## src/pkg/sfrb0_defines.svh

```systemverilog
// register offsets, implemented-bit masks and reset values for the bank-zero register map
`ifndef SFRB0_DEFINES_SVH
`define SFRB0_DEFINES_SVH

`define SFRB0_OFF_INDIRECT  5'h00
`define SFRB0_OFF_T0CNT     5'h01
`define SFRB0_OFF_PCLO      5'h02
`define SFRB0_OFF_STATUS    5'h03
`define SFRB0_OFF_PTR       5'h04
`define SFRB0_OFF_PINSA     5'h05
`define SFRB0_OFF_PINSC     5'h07
`define SFRB0_OFF_PCH       5'h0a
`define SFRB0_OFF_INTCTL    5'h0b
`define SFRB0_OFF_PIRQ      5'h0c
`define SFRB0_OFF_T1L       5'h0e
`define SFRB0_OFF_T1H       5'h0f
`define SFRB0_OFF_T1CTL     5'h10
`define SFRB0_OFF_T2        5'h11
`define SFRB0_OFF_T2CTL     5'h12
`define SFRB0_OFF_CCL       5'h13
`define SFRB0_OFF_CCH       5'h14
`define SFRB0_OFF_CCCTL     5'h15
`define SFRB0_OFF_PWMDB     5'h16
`define SFRB0_OFF_PWMAS     5'h17
`define SFRB0_OFF_VREF      5'h19
`define SFRB0_OFF_CMP1      5'h1a
`define SFRB0_OFF_CMP2      5'h1b
`define SFRB0_OFF_CMPCFG    5'h1c
`define SFRB0_OFF_ADRH      5'h1e
`define SFRB0_OFF_ADCTL     5'h1f

// implemented-bit masks (unimplemented bits read zero)
`define SFRB0_MASK_PORT     8'h3f
`define SFRB0_MASK_PCH      8'h1f
`define SFRB0_MASK_PIRQ     8'h7b
`define SFRB0_MASK_T2CTL    8'h7f
`define SFRB0_MASK_CMP      8'hf7
`define SFRB0_MASK_CMPCFG   8'hdf
// status bits 2..0 are unknown at reset; zero is taken
`define SFRB0_MASK_STATUS   8'hff
`define SFRB0_MASK_STATUS_WR 8'h27
`define SFRB0_MASK_CMP_WR   8'hb7
`define SFRB0_MASK_CMPCFG_WR 8'h1f

`define SFRB0_RST_ZERO      8'h00
`define SFRB0_RST_STATUS    8'h18
`define SFRB0_RST_CMPCFG    8'h02

`define SFRB0_BIT_ADFM      7
`define SFRB0_WB_ADDR_LSB   2
`endif

```

## src/pkg/sfrb0_pkg.sv

```systemverilog
// types shared by the bank-zero register map
package sfrb0_pkg;
  typedef logic [7:0] sfrb0_byte_t;
  typedef logic [4:0] sfrb0_off_t;
  typedef enum logic [1:0] {
    SFRB0_IDLE,
    SFRB0_ACK
  } sfrb0_state_t;
endpackage

```

## src/design/sfrb0_regmap.sv

```systemverilog
// bank-zero special register map with a classic Wishbone slave
//
// Operation
// - unimplemented addresses and bits read zero
// - timer1 count split low/high byte registers
// - reset loads each listed value
// - decode offsets 00h..1Fh to registers
//
// Decided for this implementation: the Wishbone register port.
`timescale 1ns/1ns
`default_nettype none
`include "sfrb0_defines.svh"

module sfrb0_regmap
  import sfrb0_pkg::*;
(
  // clock and reset
  input  wire logic        clk_i,
  input  wire logic        rst_i,
  // wishbone slave
  input  wire logic        wb_cyc_i,
  input  wire logic        wb_stb_i,
  input  wire logic        wb_we_i,
  input  wire logic [6:0]  wb_adr_i,
  input  wire logic [3:0]  wb_sel_i,
  input  wire logic [31:0] wb_dat_i,
  output logic      [31:0] wb_dat_o,
  output logic             wb_ack_o,
  // indirect data memory port
  output logic      [7:0]  indirect_addr_o,
  output logic             indirect_we_o,
  output logic             indirect_re_o,
  output logic      [7:0]  indirect_wdata_o,
  input  wire logic [7:0]  indirect_rdata_i,
  // peripheral state
  input  wire logic [15:0] timer1_counter_i,
  input  wire logic        timer1_load_i,
  input  wire logic [9:0]  converter_result_i,
  input  wire logic [5:0]  port_a_pins_i,
  input  wire logic [5:0]  port_c_pins_i,
  // control bytes to peripherals
  output logic      [7:0]  timer0_count_o,
  output logic      [7:0]  program_counter_low_o,
  output logic      [7:0]  core_status_flags_o,
  output logic      [5:0]  port_a_latch_o,
  output logic      [5:0]  port_c_latch_o,
  output logic      [4:0]  program_counter_high_buffer_o,
  output logic      [7:0]  interrupt_control_o,
  output logic      [7:0]  peripheral_irq_flags_o,
  output logic      [15:0] timer1_counter_o,
  output logic             timer1_write_o,
  output logic      [7:0]  timer1_control_o,
  output logic      [7:0]  timer2_count_o,
  output logic      [6:0]  timer2_control_o,
  output logic      [15:0] capture_compare_o,
  output logic      [7:0]  capture_compare_control_o,
  output logic      [7:0]  pwm_deadband_control_o,
  output logic      [7:0]  pwm_autoshutdown_control_o,
  output logic      [7:0]  voltage_reference_control_o,
  output logic      [7:0]  comparator_one_control_o,
  output logic      [7:0]  comparator_two_control_o,
  output logic      [7:0]  comparator_shared_config_o,
  output logic      [7:0]  converter_control_o
);

  ////////////////////////////////////////////////////////////////////////////
  sfrb0_state_t state_reg;
  sfrb0_off_t   off;
  logic         req;
  logic         wr;
  logic         rd;
  sfrb0_byte_t  wbyte;
  sfrb0_byte_t  rdata_next;
  sfrb0_byte_t  rdata_reg;

  sfrb0_byte_t t0cnt_reg, pclo_reg, status_reg, ptr_reg;
  sfrb0_byte_t pinsa_reg, pinsc_reg, pch_reg, intctl_reg, pirq_reg;
  sfrb0_byte_t t1l_reg, t1h_reg, t1ctl_reg, t2_reg, t2ctl_reg;
  sfrb0_byte_t ccl_reg, cch_reg, ccctl_reg, pwmdb_reg, pwmas_reg;
  sfrb0_byte_t vref_reg, cmp1_reg, cmp2_reg, cmpcfg_reg, adctl_reg;
  logic        t1_wr_reg;

  assign off   = wb_adr_i[6:2];
  assign req   = wb_cyc_i && wb_stb_i && (state_reg == SFRB0_IDLE);
  // only lane 0 carries the byte; other lanes are ignored
  assign wr    = req && wb_we_i && wb_sel_i[0];
  assign rd    = req && !wb_we_i;
  assign wbyte = wb_dat_i[7:0];

  ////////////////////////////////////////////////////////////////////////////
  // one wait state: ack one cycle after the request, dropped next cycle
  always_ff @(posedge clk_i) begin
    if (rst_i) begin
      state_reg <= SFRB0_IDLE;
    end else begin
      case (state_reg)
        SFRB0_IDLE: begin
          if (wb_cyc_i && wb_stb_i) begin
            state_reg <= SFRB0_ACK;
          end
        end
        SFRB0_ACK: state_reg <= SFRB0_IDLE;
        default:   state_reg <= SFRB0_IDLE;
      endcase
    end
  end

  assign wb_ack_o = (state_reg == SFRB0_ACK);
  assign wb_dat_o = {24'h000000, rdata_reg};

  ////////////////////////////////////////////////////////////////////////////
  // indirect access path
  assign indirect_addr_o  = ptr_reg;
  assign indirect_we_o    = wr && (off == `SFRB0_OFF_INDIRECT);
  assign indirect_re_o    = rd && (off == `SFRB0_OFF_INDIRECT);
  assign indirect_wdata_o = wbyte;

  ////////////////////////////////////////////////////////////////////////////
  // register storage, one process per peripheral group
  // core reset values
  always_ff @(posedge clk_i) begin
    if (rst_i) begin
      t0cnt_reg  <= `SFRB0_RST_ZERO;
      pclo_reg   <= `SFRB0_RST_ZERO;
      status_reg <= `SFRB0_RST_STATUS;
      ptr_reg    <= `SFRB0_RST_ZERO;
    end else if (wr) begin
      case (off)
        `SFRB0_OFF_T0CNT:  t0cnt_reg  <= wbyte;
        `SFRB0_OFF_PCLO:   pclo_reg   <= wbyte;
        // power-down and time-out flags are core-owned, not writable here
        `SFRB0_OFF_STATUS: begin
          status_reg <= (status_reg & ~`SFRB0_MASK_STATUS_WR)
                      | (wbyte & `SFRB0_MASK_STATUS_WR);
        end
        `SFRB0_OFF_PTR:    ptr_reg    <= wbyte;
        default: ;
      endcase
    end
  end

  ////////////////////////////////////////////////////////////////////////////
  // writes land in the latch; reads see the pins
  // port latch reset
  always_ff @(posedge clk_i) begin
    if (rst_i) begin
      pinsa_reg  <= `SFRB0_RST_ZERO;
      pinsc_reg  <= `SFRB0_RST_ZERO;
    end else if (wr) begin
      case (off)
        `SFRB0_OFF_PINSA:  pinsa_reg  <= wbyte & `SFRB0_MASK_PORT;
        `SFRB0_OFF_PINSC:  pinsc_reg  <= wbyte & `SFRB0_MASK_PORT;
        default: ;
      endcase
    end
  end

  ////////////////////////////////////////////////////////////////////////////
  // program and interrupt reset
  always_ff @(posedge clk_i) begin
    if (rst_i) begin
      pch_reg    <= `SFRB0_RST_ZERO;
      intctl_reg <= `SFRB0_RST_ZERO;
      pirq_reg   <= `SFRB0_RST_ZERO;
    end else if (wr) begin
      case (off)
        `SFRB0_OFF_PCH:    pch_reg    <= wbyte & `SFRB0_MASK_PCH;
        `SFRB0_OFF_INTCTL: intctl_reg <= wbyte;
        `SFRB0_OFF_PIRQ:   pirq_reg   <= wbyte & `SFRB0_MASK_PIRQ;
        default: ;
      endcase
    end
  end

  ////////////////////////////////////////////////////////////////////////////
  // timer control reset
  always_ff @(posedge clk_i) begin
    if (rst_i) begin
      t1ctl_reg  <= `SFRB0_RST_ZERO;
      t2_reg     <= `SFRB0_RST_ZERO;
      t2ctl_reg  <= `SFRB0_RST_ZERO;
    end else if (wr) begin
      case (off)
        `SFRB0_OFF_T1CTL:  t1ctl_reg  <= wbyte;
        `SFRB0_OFF_T2:     t2_reg     <= wbyte;
        `SFRB0_OFF_T2CTL:  t2ctl_reg  <= wbyte & `SFRB0_MASK_T2CTL;
        default: ;
      endcase
    end
  end

  ////////////////////////////////////////////////////////////////////////////
  // capture and pwm bytes are plain storage for the timing logic
  // capture pwm reset
  always_ff @(posedge clk_i) begin
    if (rst_i) begin
      ccl_reg    <= `SFRB0_RST_ZERO;
      cch_reg    <= `SFRB0_RST_ZERO;
      ccctl_reg  <= `SFRB0_RST_ZERO;
      pwmdb_reg  <= `SFRB0_RST_ZERO;
      pwmas_reg  <= `SFRB0_RST_ZERO;
    end else if (wr) begin
      case (off)
        `SFRB0_OFF_CCL:    ccl_reg    <= wbyte;
        `SFRB0_OFF_CCH:    cch_reg    <= wbyte;
        `SFRB0_OFF_CCCTL:  ccctl_reg  <= wbyte;
        `SFRB0_OFF_PWMDB:  pwmdb_reg  <= wbyte;
        `SFRB0_OFF_PWMAS:  pwmas_reg  <= wbyte;
        default: ;
      endcase
    end
  end

  ////////////////////////////////////////////////////////////////////////////
  // analog control reset
  always_ff @(posedge clk_i) begin
    if (rst_i) begin
      vref_reg   <= `SFRB0_RST_ZERO;
      cmp1_reg   <= `SFRB0_RST_ZERO;
      cmp2_reg   <= `SFRB0_RST_ZERO;
      cmpcfg_reg <= `SFRB0_RST_CMPCFG;
      adctl_reg  <= `SFRB0_RST_ZERO;
    end else if (wr) begin
      case (off)
        `SFRB0_OFF_VREF:   vref_reg   <= wbyte;
        // comparator output bits stay read-only
        `SFRB0_OFF_CMP1:   cmp1_reg   <= wbyte & `SFRB0_MASK_CMP_WR;
        `SFRB0_OFF_CMP2:   cmp2_reg   <= wbyte & `SFRB0_MASK_CMP_WR;
        `SFRB0_OFF_CMPCFG: cmpcfg_reg <= wbyte & `SFRB0_MASK_CMPCFG_WR;
        `SFRB0_OFF_ADCTL:  adctl_reg  <= wbyte;
        default: ;
      endcase
    end
  end

  ////////////////////////////////////////////////////////////////////////////
  // timer1 holding bytes, bus write wins over a counter load
  always_ff @(posedge clk_i) begin
    if (rst_i) begin
      t1l_reg   <= `SFRB0_RST_ZERO;
      t1h_reg   <= `SFRB0_RST_ZERO;
      t1_wr_reg <= 1'b0;
    end else begin
      t1_wr_reg <= wr && (off == `SFRB0_OFF_T1L || off == `SFRB0_OFF_T1H);
      if (wr && off == `SFRB0_OFF_T1L) begin
        t1l_reg <= wbyte;
      end else if (timer1_load_i) begin
        t1l_reg <= timer1_counter_i[7:0];
      end
      if (wr && off == `SFRB0_OFF_T1H) begin
        t1h_reg <= wbyte;
      end else if (timer1_load_i) begin
        t1h_reg <= timer1_counter_i[15:8];
      end
    end
  end

  ////////////////////////////////////////////////////////////////////////////
  // read mux, unmapped offsets fall to zero
  always_comb begin
    rdata_next = 8'h00;
    case (off)
      `SFRB0_OFF_INDIRECT: rdata_next = indirect_rdata_i;
      `SFRB0_OFF_T0CNT:    rdata_next = t0cnt_reg;
      `SFRB0_OFF_PCLO:     rdata_next = pclo_reg;
      `SFRB0_OFF_STATUS:   rdata_next = status_reg & `SFRB0_MASK_STATUS;
      `SFRB0_OFF_PTR:      rdata_next = ptr_reg;
      `SFRB0_OFF_PINSA:    rdata_next = {2'b00, port_a_pins_i};
      `SFRB0_OFF_PINSC:    rdata_next = {2'b00, port_c_pins_i};
      `SFRB0_OFF_PCH:      rdata_next = pch_reg & `SFRB0_MASK_PCH;
      `SFRB0_OFF_INTCTL:   rdata_next = intctl_reg;
      `SFRB0_OFF_PIRQ:     rdata_next = pirq_reg & `SFRB0_MASK_PIRQ;
      `SFRB0_OFF_T1L:      rdata_next = t1l_reg;
      `SFRB0_OFF_T1H:      rdata_next = t1h_reg;
      `SFRB0_OFF_T1CTL:    rdata_next = t1ctl_reg;
      `SFRB0_OFF_T2:       rdata_next = t2_reg;
      `SFRB0_OFF_T2CTL:    rdata_next = t2ctl_reg & `SFRB0_MASK_T2CTL;
      `SFRB0_OFF_CCL:      rdata_next = ccl_reg;
      `SFRB0_OFF_CCH:      rdata_next = cch_reg;
      `SFRB0_OFF_CCCTL:    rdata_next = ccctl_reg;
      `SFRB0_OFF_PWMDB:    rdata_next = pwmdb_reg;
      `SFRB0_OFF_PWMAS:    rdata_next = pwmas_reg;
      `SFRB0_OFF_VREF:     rdata_next = vref_reg;
      `SFRB0_OFF_CMP1:     rdata_next = cmp1_reg & `SFRB0_MASK_CMP;
      `SFRB0_OFF_CMP2:     rdata_next = cmp2_reg & `SFRB0_MASK_CMP;
      `SFRB0_OFF_CMPCFG:   rdata_next = cmpcfg_reg & `SFRB0_MASK_CMPCFG;
      `SFRB0_OFF_ADRH: begin
        if (adctl_reg[`SFRB0_BIT_ADFM]) begin
          rdata_next = {6'h00, converter_result_i[9:8]};
        end else begin
          rdata_next = converter_result_i[9:2];
        end
      end
      `SFRB0_OFF_ADCTL:    rdata_next = adctl_reg;
      default:             rdata_next = 8'h00;
    endcase
    // misaligned byte addresses read zero
    if (wb_adr_i[1:0] != 2'b00) begin
      rdata_next = 8'h00;
    end
  end

  always_ff @(posedge clk_i) begin
    if (rst_i) begin
      rdata_reg <= 8'h00;
    end else if (rd) begin
      rdata_reg <= rdata_next;
    end
  end

  ////////////////////////////////////////////////////////////////////////////
  assign timer0_count_o               = t0cnt_reg;
  assign program_counter_low_o        = pclo_reg;
  // reserved bank bits 7:6 are not writable and stay zero; the status byte goes out unmasked
  assign core_status_flags_o          = status_reg;
  assign port_a_latch_o               = pinsa_reg[5:0];
  assign port_c_latch_o               = pinsc_reg[5:0];
  assign program_counter_high_buffer_o = pch_reg[4:0];
  assign interrupt_control_o          = intctl_reg;
  assign peripheral_irq_flags_o       = pirq_reg;
  assign timer1_counter_o             = {t1h_reg, t1l_reg};
  assign timer1_write_o               = t1_wr_reg;
  assign timer1_control_o             = t1ctl_reg;
  assign timer2_count_o               = t2_reg;
  assign timer2_control_o             = t2ctl_reg[6:0];
  assign capture_compare_o            = {cch_reg, ccl_reg};
  assign capture_compare_control_o    = ccctl_reg;
  assign pwm_deadband_control_o       = pwmdb_reg;
  assign pwm_autoshutdown_control_o   = pwmas_reg;
  assign voltage_reference_control_o  = vref_reg;
  assign comparator_one_control_o     = cmp1_reg;
  assign comparator_two_control_o     = cmp2_reg;
  assign comparator_shared_config_o   = cmpcfg_reg;
  assign converter_control_o          = adctl_reg;

endmodule
`default_nettype wire

```

## config.mk

```make
export PLATFORM = sky130hd
export DESIGN_NAME = sfrb0_regmap
export DESIGN_NICKNAME = d
export VERILOG_FILES = /design/src/pkg/sfrb0_pkg.sv /design/src/design/sfrb0_regmap.sv
export VERILOG_INCLUDE_DIRS = /design/src /design/src/pkg
export SDC_FILE = /design/constraint.sdc
export NUM_CORES = 1
export LEC_CHECK = 0
export ABC_AREA = 1
export BUFFER_PORTS_ARGS = -buffer_cell sky130_fd_sc_hd__buf_4
export CAP_MARGIN = 20
export CORE_MARGIN = 2
export CORE_UTILIZATION = 50
export CTS_CLUSTER_DIAMETER = 30
export DETAILED_ROUTE_END_ITERATION = 8
export GPL_ROUTABILITY_DRIVEN = 0
export MAX_ROUTING_LAYER = met4
export PLACE_DENSITY = 0.89
export RECOVER_POWER = 50
export SLEW_MARGIN = 20
export SYNTH_ARGS = -nofsm -noshare
export SYNTH_HDL_FRONTEND = slang
export SYNTH_SLANG_ARGS = --single-unit
export TNS_END_PERCENT = 100
```

## constraint.sdc

```tcl
create_clock -name clk_i -period 1.94 [get_ports clk_i]
set_input_delay 0.291 -clock clk_i [delete_from_list [all_inputs] [get_ports clk_i]]
set_output_delay 0.291 -clock clk_i [all_outputs]
set_load 0.005 [all_outputs]
```

==> results.txt <==
* Count of nets after finishing: 1737
- The tree built by TritonCTS fans out to 181 sinks.
- Total Wirelength: 33300 um
* Ratio of cells with drive above 1 in the final layout: 20.8%
- The worst setup path is captured at an output pin.
- Clock share of power: 44.0%
* H-tree lvl count: 4
* Clock-pin slew reported for the worst setup and hold paths after clock tree synthesis: 0.07 ns
- Post-DP HPWL: 24400 um
- Worst max-slew margin expressed relative to the limit: 16.4%
- In this run the horizontal extent of the chip is 136 um.
- Seq/Total Area, Yosys: 41.4%
- The die covers 18600 um2.
- Wire length the detailed router placed on met1: 12400 um
- Once placement completed, the tool counted placed cells totaling 1846.
* Sequential group share of total power: 48.1%
* Post-route clock period utilization: 93.0%
- Post-synthesis to final-layout area growth: 30.5%
- Vertical die dimension: 136 um
* Combinational power share: 7.9%
- During synthesis, Yosys emitted a total of 0 warnings.
* Syn Area/Cell: 6.38 um2
- Highest routed metal layer: met4
- Number of buffers created by CTS: 17
- Static timing analysis puts the maximum clock frequency at 555 MHz.
- The final route contains 10300 vias.
* Slew at the pin closest to its max-slew limit: 1.25 ns
* Post-Synthesis Cell Area: 8740 um2
- The number of endpoints with negative hold slack in the final report was 0.
* Netlist cell types: 25
- Delay contributed by the slowest stage of the critical path: 0.32 ns
- Post-DR wirelength/cell: 17.7 um
- Post-Layout Cell Count: 1880
* Detailed Route Iter0 Violations: 1366
- The number of antenna diodes in the final layout is 0.
- Routed Antenna Nets: 0
- For this configuration, the core starts out at a cell density of 50.9%.
- Setup violations remaining at the end of the flow were counted as 0.
* Minimum hold slack: 0.129 ns
- Remaining design rule violation count: 0
* Core footprint: 17200 um2
- In this run the static leakage power is 5.57 nW.
- At the later pin of the worst-skew pair, clock insertion delay measures 0.46 ns.
- The most numerous cell type found on the critical path is sky130_fd_sc_hd__nor2_2.
- By startpoint and endpoint, the worst setup path is classified as reg -> out.
- Clock skew on the completed layout was measured at 0.0127 ns.
- Final Worst Setup Slack: 0.137 ns
- Entering global routing, the biggest net connects 68 pins.
- For this design the total switching power over the nets is 2.01 mW.
- Setup repair after global routing left no endpoint under its margin.
* TritonCTS clock tree: built
- Amount of wire on met3 after detailed routing: 4040 um
* Max-slew violation count: 0
- Largest voltage drop on the vdd net: 0.653 mV
- Counting flops and latches in the post-synthesis netlist gives 181.
- Global routing used 36.5% of the available tracks.
* Area of combinational cells with multiple inputs: 4500 um2
- The run finished with clean final reports.
- WL met2: 15100 um
- Fill cells in the final layout number 1522.
- Synthesis handed over a netlist of 1371 instances.
- After global routing the overflow that remains totals 0.
* Vias in the first global route: 9334
* Critical path arrival: 1.51 ns
- Across the whole layout, storage elements account for 3620 um2.
* I/O pin count: 323
* Area of placed instances: 11000 um2
- Global-route wire length before repair: 50300 um
- Before antenna repair, the detailed router went through 6 iterations.
* Master cell of the clock root buffer: sky130_fd_sc_hd__clkbuf_16
- Cells traversed along the worst timing path: nor2_2 -> inv_1 -> nor2_2 -> inv_2 -> nor2_1 -> buf_4
* Critical Path Slowest Stage Cell: sky130_fd_sc_hd__dfxtp_1
* Maximum fanout along the worst path: 8
* Startpoint type of the worst setup path: flip-flop
- CP Data Required Time: 1.65 ns
- Buffer levels on the longest clock path: 2
- MaxCap Viol Count: 0
- Using the TritonRoute via totals, the vias-per-cell ratio works out to 5.49.
- Power per Cell Area: 686 nW/um2
* Share of total power consumed by net switching: 25.7%
- Post-place setup slack: -0.0296 ns
- The finished cells cover 11400 um2.
- Buffers placed on the I/O ports in this run total 256.
* Standard-cell row count: 48
* Internal portion of total power: 5.81 mW
- The path class of the tightest hold or removal check is in -> reg.
- The routed design could run at a clock period as short as 1.80 ns.
* Number of antenna violations at the first check in global routing: 0
critical path, delay by kind of cell, from the launching register on:
family / cells / cell delay, ns
AND/OR/NAND/NOR: 3 / 0.42
buffers and inverters: 3 / 0.32
flip-flops: 1 / 0.32
power by group through the flow:
| stage | sequential, mW | clock [mW] | combinational [mW] |
|---|---|---|---|
| floorplan | 3.84 | 0 | 0.361 |
| global placement | 3.85 | 0 | 0.595 |
| detailed placement | 3.85 | 0 | 0.604 |
| CTS | 3.76 | 3.44 | 0.607 |
| global route | 3.77 | 3.60 | 0.664 |
| finish | 3.77 | 3.44 | 0.619 |
kinds of logic after synthesis:
group,after synthesis,synth area share (%)
flops,181,41.4
compound gates,192,11.4
other cells,2,0.0859
simple gates,845,38.4
buf+inv,151,8.70
layout make-up:
cell class / instances / share of cell area [%]
multi-input cells: 1074 / 39.5
flip-flops and latches: 181 / 31.8
repair buffers: 308 / 19.3
clock buffers: 19 / 3.97
well taps: 225 / 2.47
inverters: 60 / 1.97
clock inverters: 13 / 1.07
timing repair:
item                                    4_1_cts  5_1_grt
resized for setup                             2        3
hold buffers                                  0        0
pin swaps                                     0        1
setup buffers                                 0        2
endpoints found under the setup margin        1        2
worst paths after layout:
check        depth (start not counted)  slack (ns)                 from             to
max                                  6        0.14         state_reg[0]  indirect_re_o
min                                  3        0.13  timer1_counter_i[1]     t1l_reg[1]
min reg2reg                          2        0.48         rdata_reg[7]   rdata_reg[7]
max reg2reg                         10        0.19         state_reg[0]     t1h_reg[6]
cells in the mapped netlist:
cell / number / area, um2
sky130_fd_sc_hd__nor2_1: 411 / 1540
sky130_fd_sc_hd__nand2_1: 342 / 1280
sky130_fd_sc_hd__dfxtp_1: 181 / 3620
sky130_fd_sc_hd__o21ai_0: 157 / 786
sky130_fd_sc_hd__nand3_1: 60 / 300
sky130_fd_sc_hd__buf_4: 50 / 375
sky130_fd_sc_hd__inv_1: 49 / 184
sky130_fd_sc_hd__clkbuf_1: 35 / 131
sky130_fd_sc_hd__a21oi_1: 18 / 90.1
sky130_fd_sc_hd__a31oi_1: 15 / 93.8
sky130_fd_sc_hd__nor2_2: 15 / 93.8
sky130_fd_sc_hd__inv_2: 10 / 37.5
sky130_fd_sc_hd__buf_2: 5 / 25.0
sky130_fd_sc_hd__nand4_1: 5 / 31.3
sky130_fd_sc_hd__nor2_4: 5 / 56.3
sky130_fd_sc_hd__conb_1: 2 / 7.51
sky130_fd_sc_hd__nand2_2: 2 / 12.5
sky130_fd_sc_hd__nand3_2: 2 / 20.0
sky130_fd_sc_hd__a21oi_4: 1 / 16.3
sky130_fd_sc_hd__buf_1: 1 / 3.75
sky130_fd_sc_hd__clkinv_1: 1 / 3.75
sky130_fd_sc_hd__nand3b_1: 1 / 7.51
sky130_fd_sc_hd__nor3_1: 1 / 5.00
sky130_fd_sc_hd__nor4_1: 1 / 6.26
sky130_fd_sc_hd__o211ai_1: 1 / 7.51
per-stage QoR:
| step | setup TNS, ns | total power, mW | util, % |
|---|---|---|---|
| after floorplan | 0 | 4.21 | - |
| after global placement | 0 | 4.44 | 63.8 |
| after detailed placement | -0.0456 | 4.45 | 63.8 |
| after CTS | 0 | 7.82 | 67.2 |
| after global routing | 0 | 8.03 | 66.4 |
| final | 0 | 7.82 | 66.4 |
cells in the final DEF (no fill, tap or decap), types with 15 or more instances in the layout:
cell,Yosys,final
sky130_fd_sc_hd__clkbuf_1,35,36
sky130_fd_sc_hd__nand2_1,342,342
sky130_fd_sc_hd__dfxtp_1,181,181
sky130_fd_sc_hd__clkbuf_16,0,17
sky130_fd_sc_hd__o21ai_0,157,157
sky130_fd_sc_hd__a21oi_1,18,18
sky130_fd_sc_hd__buf_4,50,120
sky130_fd_sc_hd__nor2_1,411,409
sky130_fd_sc_hd__clkbuf_4,0,141
sky130_fd_sc_hd__a31oi_1,15,15
sky130_fd_sc_hd__inv_1,49,47
sky130_fd_sc_hd__nor2_2,15,17
sky130_fd_sc_hd__nand3_1,60,59
sky130_fd_sc_hd__conb_1,2,37
routing by layer:
layer  global-route usage (%)  vias up
met5                        -        -
met4                     18.3        0
met3                     7.68      145
met2                     56.9      756
met1                     44.9     4609
li1                         -     4807
Power figures use the tool's default switching activity.
